===== src/hdl/dsg_regs.svh =====
// register offsets, field positions, reset values and bus timing for the gating slice
`ifndef DSG_REGS_SVH
`define DSG_REGS_SVH

// ----------------------------------------
// register byte offsets within the window
// ----------------------------------------
`define DSG_OFF_SRC0       12'h040
`define DSG_OFF_AUTO_GATE  12'h060
`define DSG_OFF_INT_STAT   12'h070
`define DSG_OFF_INT_MASK   12'h074
`define DSG_OFF_RUN_GATE   12'h100
`define DSG_OFF_SLEEP_GATE 12'h118
`define DSG_OFF_DEEP_GATE  12'h128

// ----------------------------------------
// field positions
// ----------------------------------------
`define DSG_CAN_ZERO_BIT   24
`define DSG_WATCHDOG_BIT   3
`define DSG_AUTO_GATE_BIT  0
`define DSG_PORT_MSB       7

// ----------------------------------------
// reset values
// ----------------------------------------
`define DSG_GATE_RST       8'h00
`define DSG_INT_RST        8'h00
`define DSG_WORD_ZERO      32'h00000000

// ----------------------------------------
// timing: access phase wait states
// ----------------------------------------
`define DSG_WAIT_STATES    1

`endif


===== src/hdl/dsg_pkg.sv =====
// types shared by the deep-sleep gating and soft reset slice
package dsg_pkg;

	// ----------------------------------------
	// power state, one-hot
	// ----------------------------------------
	typedef enum logic [2:0] {
		DSG_RUN   = 3'b001,
		DSG_SLEEP = 3'b010,
		DSG_DEEP  = 3'b100
	} dsg_power_type;

	typedef logic [7:0] dsg_port_type;

endpackage


===== src/hdl/dsg_top.sv =====
// port clock gating per power state, soft reset control and APB register slave
`include "dsg_regs.svh"

module dsg_top
	import dsg_pkg::*;
(
	// clock and reset
	input  wire logic        sys_clk,
	input  wire logic        reset,
	// apb slave
	input  wire logic        psel,
	input  wire logic        penable,
	input  wire logic        pwrite,
	input  wire logic [11:0] paddr,
	input  wire logic [31:0] pwdata,
	output logic      [31:0] prdata,
	output logic             pready,
	output logic             pslverr,
	// power state and capability from system control
	input  wire logic        sleepMode,
	input  wire logic        deepSleepMode,
	input  wire logic [31:0] capWord1,
	// port access requests from the bus fabric
	input  wire logic [7:0]  portAccess,
	output logic      [7:0]  portFault,
	// port clock enables and peripheral resets
	output logic      [7:0]  portClockEnable,
	output logic             canUnitZeroSoftReset,
	output logic             watchdogSoftReset,
	// interrupt
	output logic             irq
);

	// ----------------------------------------
	// state
	// ----------------------------------------
	dsg_power_type powerState_q;
	dsg_power_type powerState_d;
	dsg_port_type  runGate_q;
	dsg_port_type  sleepGate_q;
	dsg_port_type  deepGate_q;
	dsg_port_type  portClockEnable_q;
	dsg_port_type  portClockEnable_d;
	dsg_port_type  portFault_q;
	dsg_port_type  intStatus_q;
	dsg_port_type  intStatus_d;
	dsg_port_type  intMask_q;
	logic          autoGate_q;
	logic          canRst_q;
	logic          watchdogRst_q;
	logic          irq_q;
	logic          pready_q;
	logic          pslverr_q;
	logic [31:0]   prdata_q;

	// ----------------------------------------
	// bus decode
	// ----------------------------------------
	wire accessPhase = psel & penable;
	wire startAccess = accessPhase & ~pready_q;
	wire wrEn        = accessPhase & pready_q & pwrite;
	wire selSrc      = (paddr == `DSG_OFF_SRC0);
	wire selAuto     = (paddr == `DSG_OFF_AUTO_GATE);
	wire selStat     = (paddr == `DSG_OFF_INT_STAT);
	wire selMask     = (paddr == `DSG_OFF_INT_MASK);
	wire selRun      = (paddr == `DSG_OFF_RUN_GATE);
	wire selSleep    = (paddr == `DSG_OFF_SLEEP_GATE);
	wire selDeep     = (paddr == `DSG_OFF_DEEP_GATE);
	wire selAny      = selSrc | selAuto | selStat | selMask | selRun | selSleep | selDeep;

	// write strobes per register
	wire wrSrc   = wrEn & selSrc;
	wire wrAuto  = wrEn & selAuto;
	wire wrStat  = wrEn & selStat;
	wire wrMask  = wrEn & selMask;
	wire wrRun   = wrEn & selRun;
	wire wrSleep = wrEn & selSleep;
	wire wrDeep  = wrEn & selDeep;

	// capability masking: a missing unit keeps its bit at its old value
	wire canWrOk      = capWord1[`DSG_CAN_ZERO_BIT];
	wire watchdogWrOk = capWord1[`DSG_WATCHDOG_BIT];

	// reset control word, reserved bits tied low
	wire [31:0] srcWord = {7'h00, canRst_q, 20'h00000, watchdogRst_q, 3'h0};

	// read mux; unmapped offsets return zero with an error
	wire [31:0] rdMux =
		selSrc   ? srcWord :
		selAuto  ? {31'h00000000, autoGate_q} :
		selStat  ? {24'h000000, intStatus_q} :
		selMask  ? {24'h000000, intMask_q} :
		selRun   ? {24'h000000, runGate_q} :
		selSleep ? {24'h000000, sleepGate_q} :
		selDeep  ? {24'h000000, deepGate_q} :
		`DSG_WORD_ZERO;

	// ----------------------------------------
	// apb handshake: one wait state, answer registered
	// ----------------------------------------
	always_ff @(posedge sys_clk) begin
		if (reset) begin
			pready_q  <= 1'b0;
			pslverr_q <= 1'b0;
			prdata_q  <= `DSG_WORD_ZERO;
		end else begin
			pready_q  <= startAccess;
			pslverr_q <= startAccess & ~selAny;
			prdata_q  <= (startAccess & ~pwrite) ? rdMux : `DSG_WORD_ZERO;
		end
	end

	// ----------------------------------------
	// gating registers
	// ----------------------------------------
	// only the low byte is stored, so upper bits cannot be written
	always_ff @(posedge sys_clk) begin
		if (reset) begin
			runGate_q   <= `DSG_GATE_RST;
			sleepGate_q <= `DSG_GATE_RST;
			deepGate_q  <= `DSG_GATE_RST;
		end else begin
			if (wrRun)
				runGate_q <= pwdata[`DSG_PORT_MSB:0];
			if (wrSleep)
				sleepGate_q <= pwdata[`DSG_PORT_MSB:0];
			if (wrDeep)
				deepGate_q <= pwdata[`DSG_PORT_MSB:0];
		end
	end

	// auto gating select
	always_ff @(posedge sys_clk) begin
		if (reset)
			autoGate_q <= 1'b0;
		else if (wrAuto)
			autoGate_q <= pwdata[`DSG_AUTO_GATE_BIT];
	end

	// ----------------------------------------
	// soft reset control
	// ----------------------------------------
	// the held bit is the reset itself; software clears it to release
	always_ff @(posedge sys_clk) begin
		if (reset) begin
			canRst_q      <= 1'b0;
			watchdogRst_q <= 1'b0;
		end else begin
			if (wrSrc & canWrOk)
				canRst_q <= pwdata[`DSG_CAN_ZERO_BIT];
			if (wrSrc & watchdogWrOk)
				watchdogRst_q <= pwdata[`DSG_WATCHDOG_BIT];
		end
	end

	// ----------------------------------------
	// power state tracking
	// ----------------------------------------
	// deep sleep wins if both requests are up
	always_comb begin
		case ({deepSleepMode, sleepMode})
			2'b00:   powerState_d = DSG_RUN;
			2'b01:   powerState_d = DSG_SLEEP;
			2'b10:   powerState_d = DSG_DEEP;
			2'b11:   powerState_d = DSG_DEEP;
			default: powerState_d = DSG_RUN;
		endcase
	end

	always_ff @(posedge sys_clk) begin
		if (reset)
			powerState_q <= DSG_RUN;
		else
			powerState_q <= powerState_d;
	end

	// gating selection; without auto gating the run set always applies
	always_comb begin
		case (powerState_q)
			DSG_RUN:   portClockEnable_d = runGate_q;
			DSG_SLEEP: portClockEnable_d = autoGate_q ? sleepGate_q : runGate_q;
			DSG_DEEP:  portClockEnable_d = autoGate_q ? deepGate_q : runGate_q;
			default:   portClockEnable_d = runGate_q;
		endcase
	end

	// registered enable keeps glitches off the clock gates
	always_ff @(posedge sys_clk) begin
		if (reset)
			portClockEnable_q <= `DSG_GATE_RST;
		else
			portClockEnable_q <= portClockEnable_d;
	end

	// ----------------------------------------
	// bus fault and sticky status per port
	// ----------------------------------------
	genvar gi;
	generate
		for (gi = 0; gi <= `DSG_PORT_MSB; gi++) begin : g_port
			// hardware set beats a software clear in the same cycle
			assign intStatus_d[gi] = portFault_q[gi] |
				(intStatus_q[gi] & ~(wrStat & pwdata[gi]));
			always_ff @(posedge sys_clk) begin
				if (reset) begin
					portFault_q[gi] <= 1'b0;
					intStatus_q[gi] <= 1'b0;
				end else begin
					portFault_q[gi] <= portAccess[gi] & ~portClockEnable_q[gi];
					intStatus_q[gi] <= intStatus_d[gi];
				end
			end
		end
	endgenerate

	// ----------------------------------------
	// interrupt mask and output
	// ----------------------------------------
	always_ff @(posedge sys_clk) begin
		if (reset) begin
			intMask_q <= `DSG_INT_RST;
			irq_q     <= 1'b0;
		end else begin
			if (wrMask)
				intMask_q <= pwdata[`DSG_PORT_MSB:0];
			irq_q <= |(intStatus_q & intMask_q);
		end
	end

	// ----------------------------------------
	// outputs
	// ----------------------------------------
	assign prdata               = prdata_q;
	assign pready               = pready_q;
	assign pslverr              = pslverr_q;
	assign portFault            = portFault_q;
	assign portClockEnable      = portClockEnable_q;
	assign canUnitZeroSoftReset = canRst_q;
	assign watchdogSoftReset    = watchdogRst_q;
	assign irq                  = irq_q;
endmodule


===== config.mk =====
export PLATFORM = sky130hd
export DESIGN_NAME = dsg_top
export DESIGN_NICKNAME = d
export VERILOG_FILES = /design/src/hdl/dsg_pkg.sv /design/src/hdl/dsg_top.sv
export VERILOG_INCLUDE_DIRS = /design/src /design/src/hdl
export SDC_FILE = /design/constraint.sdc
export NUM_CORES = 1
export LEC_CHECK = 0
export ABC_AREA = 1
export BUFFER_PORTS_ARGS = -buffer_cell sky130_fd_sc_hd__buf_2
export CAP_MARGIN = 5
export CORE_MARGIN = 3
export CORE_UTILIZATION = 50
export DETAILED_ROUTE_END_ITERATION = 12
export PLACE_DENSITY = 0.81
export SETUP_SLACK_MARGIN = 0.5
export SYNTH_ARGS = -nofsm -noshare
export SYNTH_HDL_FRONTEND = slang
export SYNTH_SLANG_ARGS = --single-unit

===== constraint.sdc =====
create_clock -name sys_clk -period 4.8 [get_ports sys_clk]
set_input_delay 1.2 -clock sys_clk [delete_from_list [all_inputs] [get_ports sys_clk]]
set_output_delay 1.2 -clock sys_clk [all_outputs]
set_load 0.02 [all_outputs]

==> results of run 1 <==
## metal layers
layer,wire [µm],share of wire [%],GRT usage [%],vias to the layer above
met5,0,0,0,-
met4,203,2.3,9.57,0
met3,588,6.7,2.92,24
met2,4320,49,37.0,144
met1,3660,42,27.8,1490
li1,-,-,-,1637
## sequential cells by signal, summed over array words and instances, names as in the netlist
name and cells:
autoGate_q 1, canUnitZeroSoftReset 1, deepGate_q 8, intMask_q 8, intStatus_q 8, irq 1, portClockEnable 8, portFault 8
powerState_q 3, prdata 9, pready 1, pslverr 1, runGate_q 8, sleepGate_q 8, watchdogSoftReset 1
## cell usage after synthesis
master / number
nand2_1: 64
nand3_1: 18
nand2_2: 1
clkbuf_8: 1
a221oi_1: 4
a21oi_1: 36
nand3_4: 2
nand4_4: 1
o21ai_0: 58
o211ai_1: 6
a211oi_1: 17
inv_1: 74
inv_2: 3
a22o_1: 1
o221ai_1: 1
clkbuf_1: 8
a31oi_1: 5
nand2_4: 1
buf_2: 1
nand4_1: 6
nor3_1: 2
buf_4: 23
nor3_4: 1
o211a_1: 1
nor2_1: 47
buf_6: 3
nor2_2: 3
conb_1: 1
nand3_2: 1
dfxtp_1: 74
nor2_4: 3
o22ai_1: 1
nor4_1: 1
or2_2: 5
buf_1: 1
## worst register-to-register path, delay by kind of cell, from the launching register on
kind | cells | cell delay [ns]
DFF | 1 | 0.35
AOI/OAI and AO/OA | 2 | 0.33
buffers and inverters | 1 | 0.07
and+or+nand+nor | 2 | 0.84
## stage by stage
stage	std cells	setup WS (ns)	total power [mW]
finish	636	2.34	1.15
global route	636	2.13	1.18
CTS	636	2.34	1.15
detailed placement	621	1.97	0.735
global placement	621	2.05	0.732
floorplan	497	2.43	0.713
## layout make-up
type / count / area, µm²
multi-input combinational: 309 / 1570
fill: 591 / 2590
timing repair buffer: 68 / 343
sequential: 74 / 1480
clock inverter: 5 / 31.3
clock buffer: 10 / 138
inverter: 77 / 289
tap: 93 / 116
## how the worst min path moves through the flow
stage	from	endpoint	slack [ns]	cells after the start
global placement	portClockEnable[7]$_SDFF_PP0_	portFault[7]$_SDFF_PP0_	0.39	1
CTS	portClockEnable[0]$_SDFF_PP0_	portFault[0]$_SDFF_PP0_	0.40	1
finish	portClockEnable[0]$_SDFF_PP0_	portFault[0]$_SDFF_PP0_	0.40	1
floorplan	deepGate_q[3]$_SDFFE_PP0P_	deepGate_q[3]$_SDFFE_PP0P_	0.44	2
detailed placement	portClockEnable[0]$_SDFF_PP0_	portFault[0]$_SDFF_PP0_	0.39	1
global route	portClockEnable[3]$_SDFF_PP0_	portFault[3]$_SDFF_PP0_	0.43	1
## kinds of logic (layout without fill, tap and decap cells)
| group | count (synthesis) | count (layout) |
|---|---|---|
| and+or+nand+nor | 156 | 156 |
| AOI/OAI and AO/OA | 130 | 130 |
| buffers and inverters | 114 | 160 |
| DFF | 74 | 74 |
| other | 1 | 23 |
## power breakdown
part / switching [mW] / internal, mW / total [mW]
Clock: 0.228 / 0.197 / 0.425
Sequential: 0.00626 / 0.624 / 0.630
Combinational: 0.0676 / 0.0245 / 0.0921
==> impl_metrics.tcl, run 1 <==
set metrics [dict create \
    drt_iter0_drc 318 \
    critPathTopFamily "simple AND/OR/NAND/NOR gates" \
    maxCapViolations 0 \
    yosys.area_share.simple_pct 21.1 \
    reg2reg_to "intStatus_q[1]$_SDFF_PP0_" \
    cts_buffer_depth 2 \
    worstSetupEndpointType "flop" \
    antenna_found_initial 0 \
    drive_gt1_share_pct 19.2 \
    crit_required_ns 5.01 \
    io_pins 144 \
    crit_end "intStatus_q[1]$_SDFF_PP0_" \
    hpwl_mm 6.64 \
    p_leak_nw 1.71 \
    clock_skew_ns 0.00674 \
    ys_warn_count 0 \
    gp_congestion 0.971 \
    layout_common_cells "74 x inv_1, 74 x dfxtp_1, 67 x buf_2" \
    crit_cells 9 \
    synth_area_leaders "dfxtp_1 42%, o21ai_0 8.2%, inv_1 7.9%" \
    finish.net_count 630 \
    initial_core_util_pct 53.6 \
    syn_area_mm2 0.00352 \
    die_area_mm2 0.00808 \
    fmax_mhz 406 \
    grt_setup_unrepaired "false" \
    drtAntennaViolNets 0 \
    yosys.area.top_type_share_pct 42.1 \
    vias 3295 \
    cts_max_level 3 \
    area_delta_synth_final_pct 12.8 \
    startpoint_type "primary input" \
    synth_compound_area_share_pct 21.1 \
    cp_max_fo 8 \
    cts_buffers 9 \
    r2r_start "pready$_SDFF_PP0_" \
    min_period_ns 2.46 \
    rr_worst_depth 5 \
    path_clk_slew_ns 0.07 \
    synth_xor_area_share_pct 0 \
    wire_per_inst_um 13.8 \
    synth_top_family_by_area "simple AND/OR/NAND/NOR gates" \
    chipHeight_um 89.9 \
    fin_util_pct 60.5 \
    grt_pass1_vias 2936 \
    finalInstanceArea_mm2 0.00397 \
    vias_per_cell 5.18 \
    avgSynthCellArea_um2 7.41 \
    core-area_mm2 0.00657 \
    n_antenna_cell 0 \
    critPathBufInv 2 \
    synth_seq_area_share_pct 42.1 \
    synth_top_area_cell "dfxtp_1" \
    synth_cell_types 35 \
    period_share_pct 51.4 \
    startpoint "paddr[11]" \
    final-max-slew-violation-count 0 \
    setup_viol 0 \
    postCtsSetupRepairBufs 0 \
    cts_tree "done" \
    cts_root_buffer "clkbuf_8" \
    gr-total-overflow 0 \
    ctsResizeCount 0 \
    fp-row-count 29 \
    status "finished clean" \
    hold_class "flop to flop" \
    cts_sinks 74 \
    port_buffers 67 \
    die_width_um 89.9 \
    powerDensity_mw_per_mm2 289 \
    grt_usage_pct 21.8 \
    path_cells "buf_2 > nor2_2 > nand3_1 > inv_2 > nand2_2 > nor2_1 > nand2_1 > o21ai_0 > a21oi_1" \
    synthAdderAreaFrac_pct 0 \
    drc 0 \
    firstDrtPassIters 5 \
    slowest_stage "o21ai_0" \
    holdBufCountCts 0 \
    dpl_cell_area_mm2 0.00380 \
    worstMarginPinSlew_ns 0.808 \
    wl_mm 8.78 \
    worstPathArrival_ns 2.68 \
    cpPeakStageDelay_ns 0.24 \
    yosys_register_bits 74 \
    timing.hold.ws_ns 0.397 \
    setup-tns-final_ns 0 \
    grt_pass1_wl_mm 14.3 \
    hold_viol_final 0 \
    r2r_setup_slack_ns 3.08 \
    clk_latency_ns 0.35 \
    muxShareOfSynthArea_pct 0 \
    syn_inst 475 \
    grt_max_degree 37 \
    max_slew_margin_pct 46.1 \
    path_class "primary input to flop" \
    max-vdd-ir-drop_mv 0.168 \
]
Power figures use the tool's default switching activity.
==> run 2, diff against run 1 <==
CORE_UTILIZATION = 44   (was 50)
PLACE_DENSITY = 0.75   (was 0.81)
clock period = 2 ns   (was 4.8 ns; I/O delays follow)
==> impl_metrics.tcl, run 2 (synthesis gave the netlist of run 1 again) <==
set metrics [dict create \
    rr_worst_depth 9 \
    min_period_ns 1.59 \
    max-vdd-ir-drop_mv 0.345 \
    holdBufCountCts 0 \
    met3_wirelength_um 663 \
    placedCellCount 635 \
    p_sw_share_pct 26.6 \
    setup_viol 0 \
    cts_buffers 9 \
    crit_required_ns 2.23 \
    highest_layer "met4" \
    wl_mm 9.98 \
    wire_per_inst_um 14.7 \
    gp_congestion 0.903 \
    wirelength_met1_mm 4.12 \
    multi_input_area_mm2 0.00178 \
    setup_slack_ns 0.413 \
    firstDrtPassIters 5 \
    hold_viol_final 0 \
    period_share_pct 79.4 \
    grt_pass1_vias 3046 \
    n_antenna_cell 0 \
    chipHeight_um 95.5 \
    initial_core_util_pct 47.0 \
    clock_skew_ns 0.0105 \
    fillers 650 \
    dpl_cell_area_mm2 0.00400 \
    worstPathArrival_ns 1.82 \
    finish.net_count 665 \
    clk_latency_ns 0.36 \
    port_buffers 67 \
    final_common_cell "dfxtp_1" \
    hpwl_mm 6.64 \
    cts_sinks 74 \
    grt_setup_unrepaired "true" \
    fmax_mhz 630 \
    antenna_found_initial 0 \
    cp_max_fo 8 \
    setup-tns-final_ns 0 \
    drive_gt1_share_pct 29.9 \
    layout_common_cells "72 x dfxtp_1, 71 x inv_1, 66 x buf_2" \
    crit_end "prdata[7]$_SDFF_PP0_" \
    die_width_um 95.5 \
    intPower_mw 2.19 \
    drc 0 \
    regArea_mm2 0.00148 \
    powerDensity_mw_per_mm2 660 \
    finalInstanceArea_mm2 0.00452 \
    cts_max_level 3 \
    reg2reg_to "runGate_q[1]$_SDFFE_PP0P_" \
    cts_buffer_depth 2 \
    area_delta_synth_final_pct 28.4 \
    final-max-slew-violation-count 0 \
    startpoint_type "primary input" \
    worstSetupEndpointType "flop" \
    path_clk_slew_ns 0.08 \
    cts_root_buffer "clkbuf_8" \
    maxCapViolations 0 \
    hold_class "primary input to flop" \
    core-area_mm2 0.00749 \
    drtAntennaViolNets 0 \
    gr-total-overflow 0 \
    combPwrFrac_pct 8.7 \
    hp-start "deepSleepMode" \
    die_area_mm2 0.00911 \
    status "finished clean" \
    p_leak_nw 1.97 \
    grt_pass1_wl_mm 14.2 \
    drt_iter0_drc 250 \
    vias 3532 \
    r2r_start "pready$_SDFF_PP0_" \
    fp-row-count 31 \
    vias_per_cell 5.21 \
    r2r_setup_slack_ns 0.54 \
    largest_register_ffs 9 \
    cts_tree "done" \
    power.share.sequential_pct 50.7 \
    grt_max_degree 36 \
    grt_usage_pct 20.2 \
    fin_cells 678 \
    dp_worst_setup_slack_ns 0.101 \
    p_switching_uw 794 \
    pwr-share-clk_pct 40.6 \
    io_pins 144 \
    met2_wirelength_mm 4.96 \
    path_class "primary input to flop" \
    startpoint "paddr[6]" \
]
-- run 2: cell types whose count changed in the layout (fill, tap and decap cells not counted), moves of 6 or more --
cell      change
nor2_1       -10
o21ai_1      +11
buf_4        +28
a211oi_1      -6
a211oi_2      +6
o21ai_0      -11
nor2_4        +6
-- run 2: metrics by stage --
| stage | total power, mW | utilization [%] | hold slack (ns) |
|---|---|---|---|
| CTS | 2.97 | 56.5 | 0.309 |
| detailed placement | 1.79 | 53.4 | 0.397 |
| floorplan | 1.72 | - | 0.440 |
| global placement | 1.78 | 53.4 | 0.390 |
| finish | 2.99 | 60.4 | 0.323 |
| global route | 3.10 | 60.4 | 0.315 |
-- run 2: worst min-delay path by stage --
stage / end / depth (start not counted) / slack, ns
after detailed placement: portFault[7]$_SDFF_PP0_ / 1 / 0.40
after global routing: powerState_q[1]$_SDFF_PP0_ / 2 / 0.31
after global placement: portFault[7]$_SDFF_PP0_ / 1 / 0.39
after floorplan: deepGate_q[0]$_SDFFE_PP0P_ / 2 / 0.44
final: powerState_q[1]$_SDFF_PP0_ / 2 / 0.32
after CTS: powerState_q[1]$_SDFF_PP0_ / 2 / 0.31
-- run 2: worst max-delay path, cell delays in order --
cell	delay, ns
buf_2	0.12
inv_1	0.05
nand3_1	0.12
nor2_4	0.06
buf_4	0.14
nand3_4	0.13
buf_4	0.13
nor2_1	0.03
a211oi_1	0.43
nor2_1	0.10
-- run 2: repair_timing --
item                                    4_1_cts  5_1_grt
resized for setup                             1       33
buffers inserted                              1       23
endpoints found under the setup margin        8       37
gates cloned                                  1        2
pin swaps                                     1       16
-- run 2: area by class of cell --
cell class                 count  share of cell area (%)
multi-input combinational    311                    39.3
timing repair buffer         100                    13.6
clock buffer                  11                    3.13
inverter                      77                    6.86
timing repair inverter         1                   0.166
tap                           99                    2.74
clock inverter                 5                    1.38
sequential                    74                    32.8
-- run 2: power groups by stage --
stage                     logic, mW  clock network [mW]  registers, mW
after floorplan               0.164                   0           1.56
after global placement        0.235                   0           1.55
after detailed placement      0.239                   0           1.55
after CTS                     0.240                1.22           1.51
after global routing          0.284                1.30           1.52
final                         0.260                1.21           1.51
-- run 2: layer usage --
| metal | vias up | track usage [%] |
|---|---|---|
| li1 | 1720 | - |
| met1 | 1622 | 25.9 |
| met2 | 157 | 33.5 |
| met3 | 33 | 3.47 |
| met4 | 0 | 8.41 |
| met5 | - | 0 |
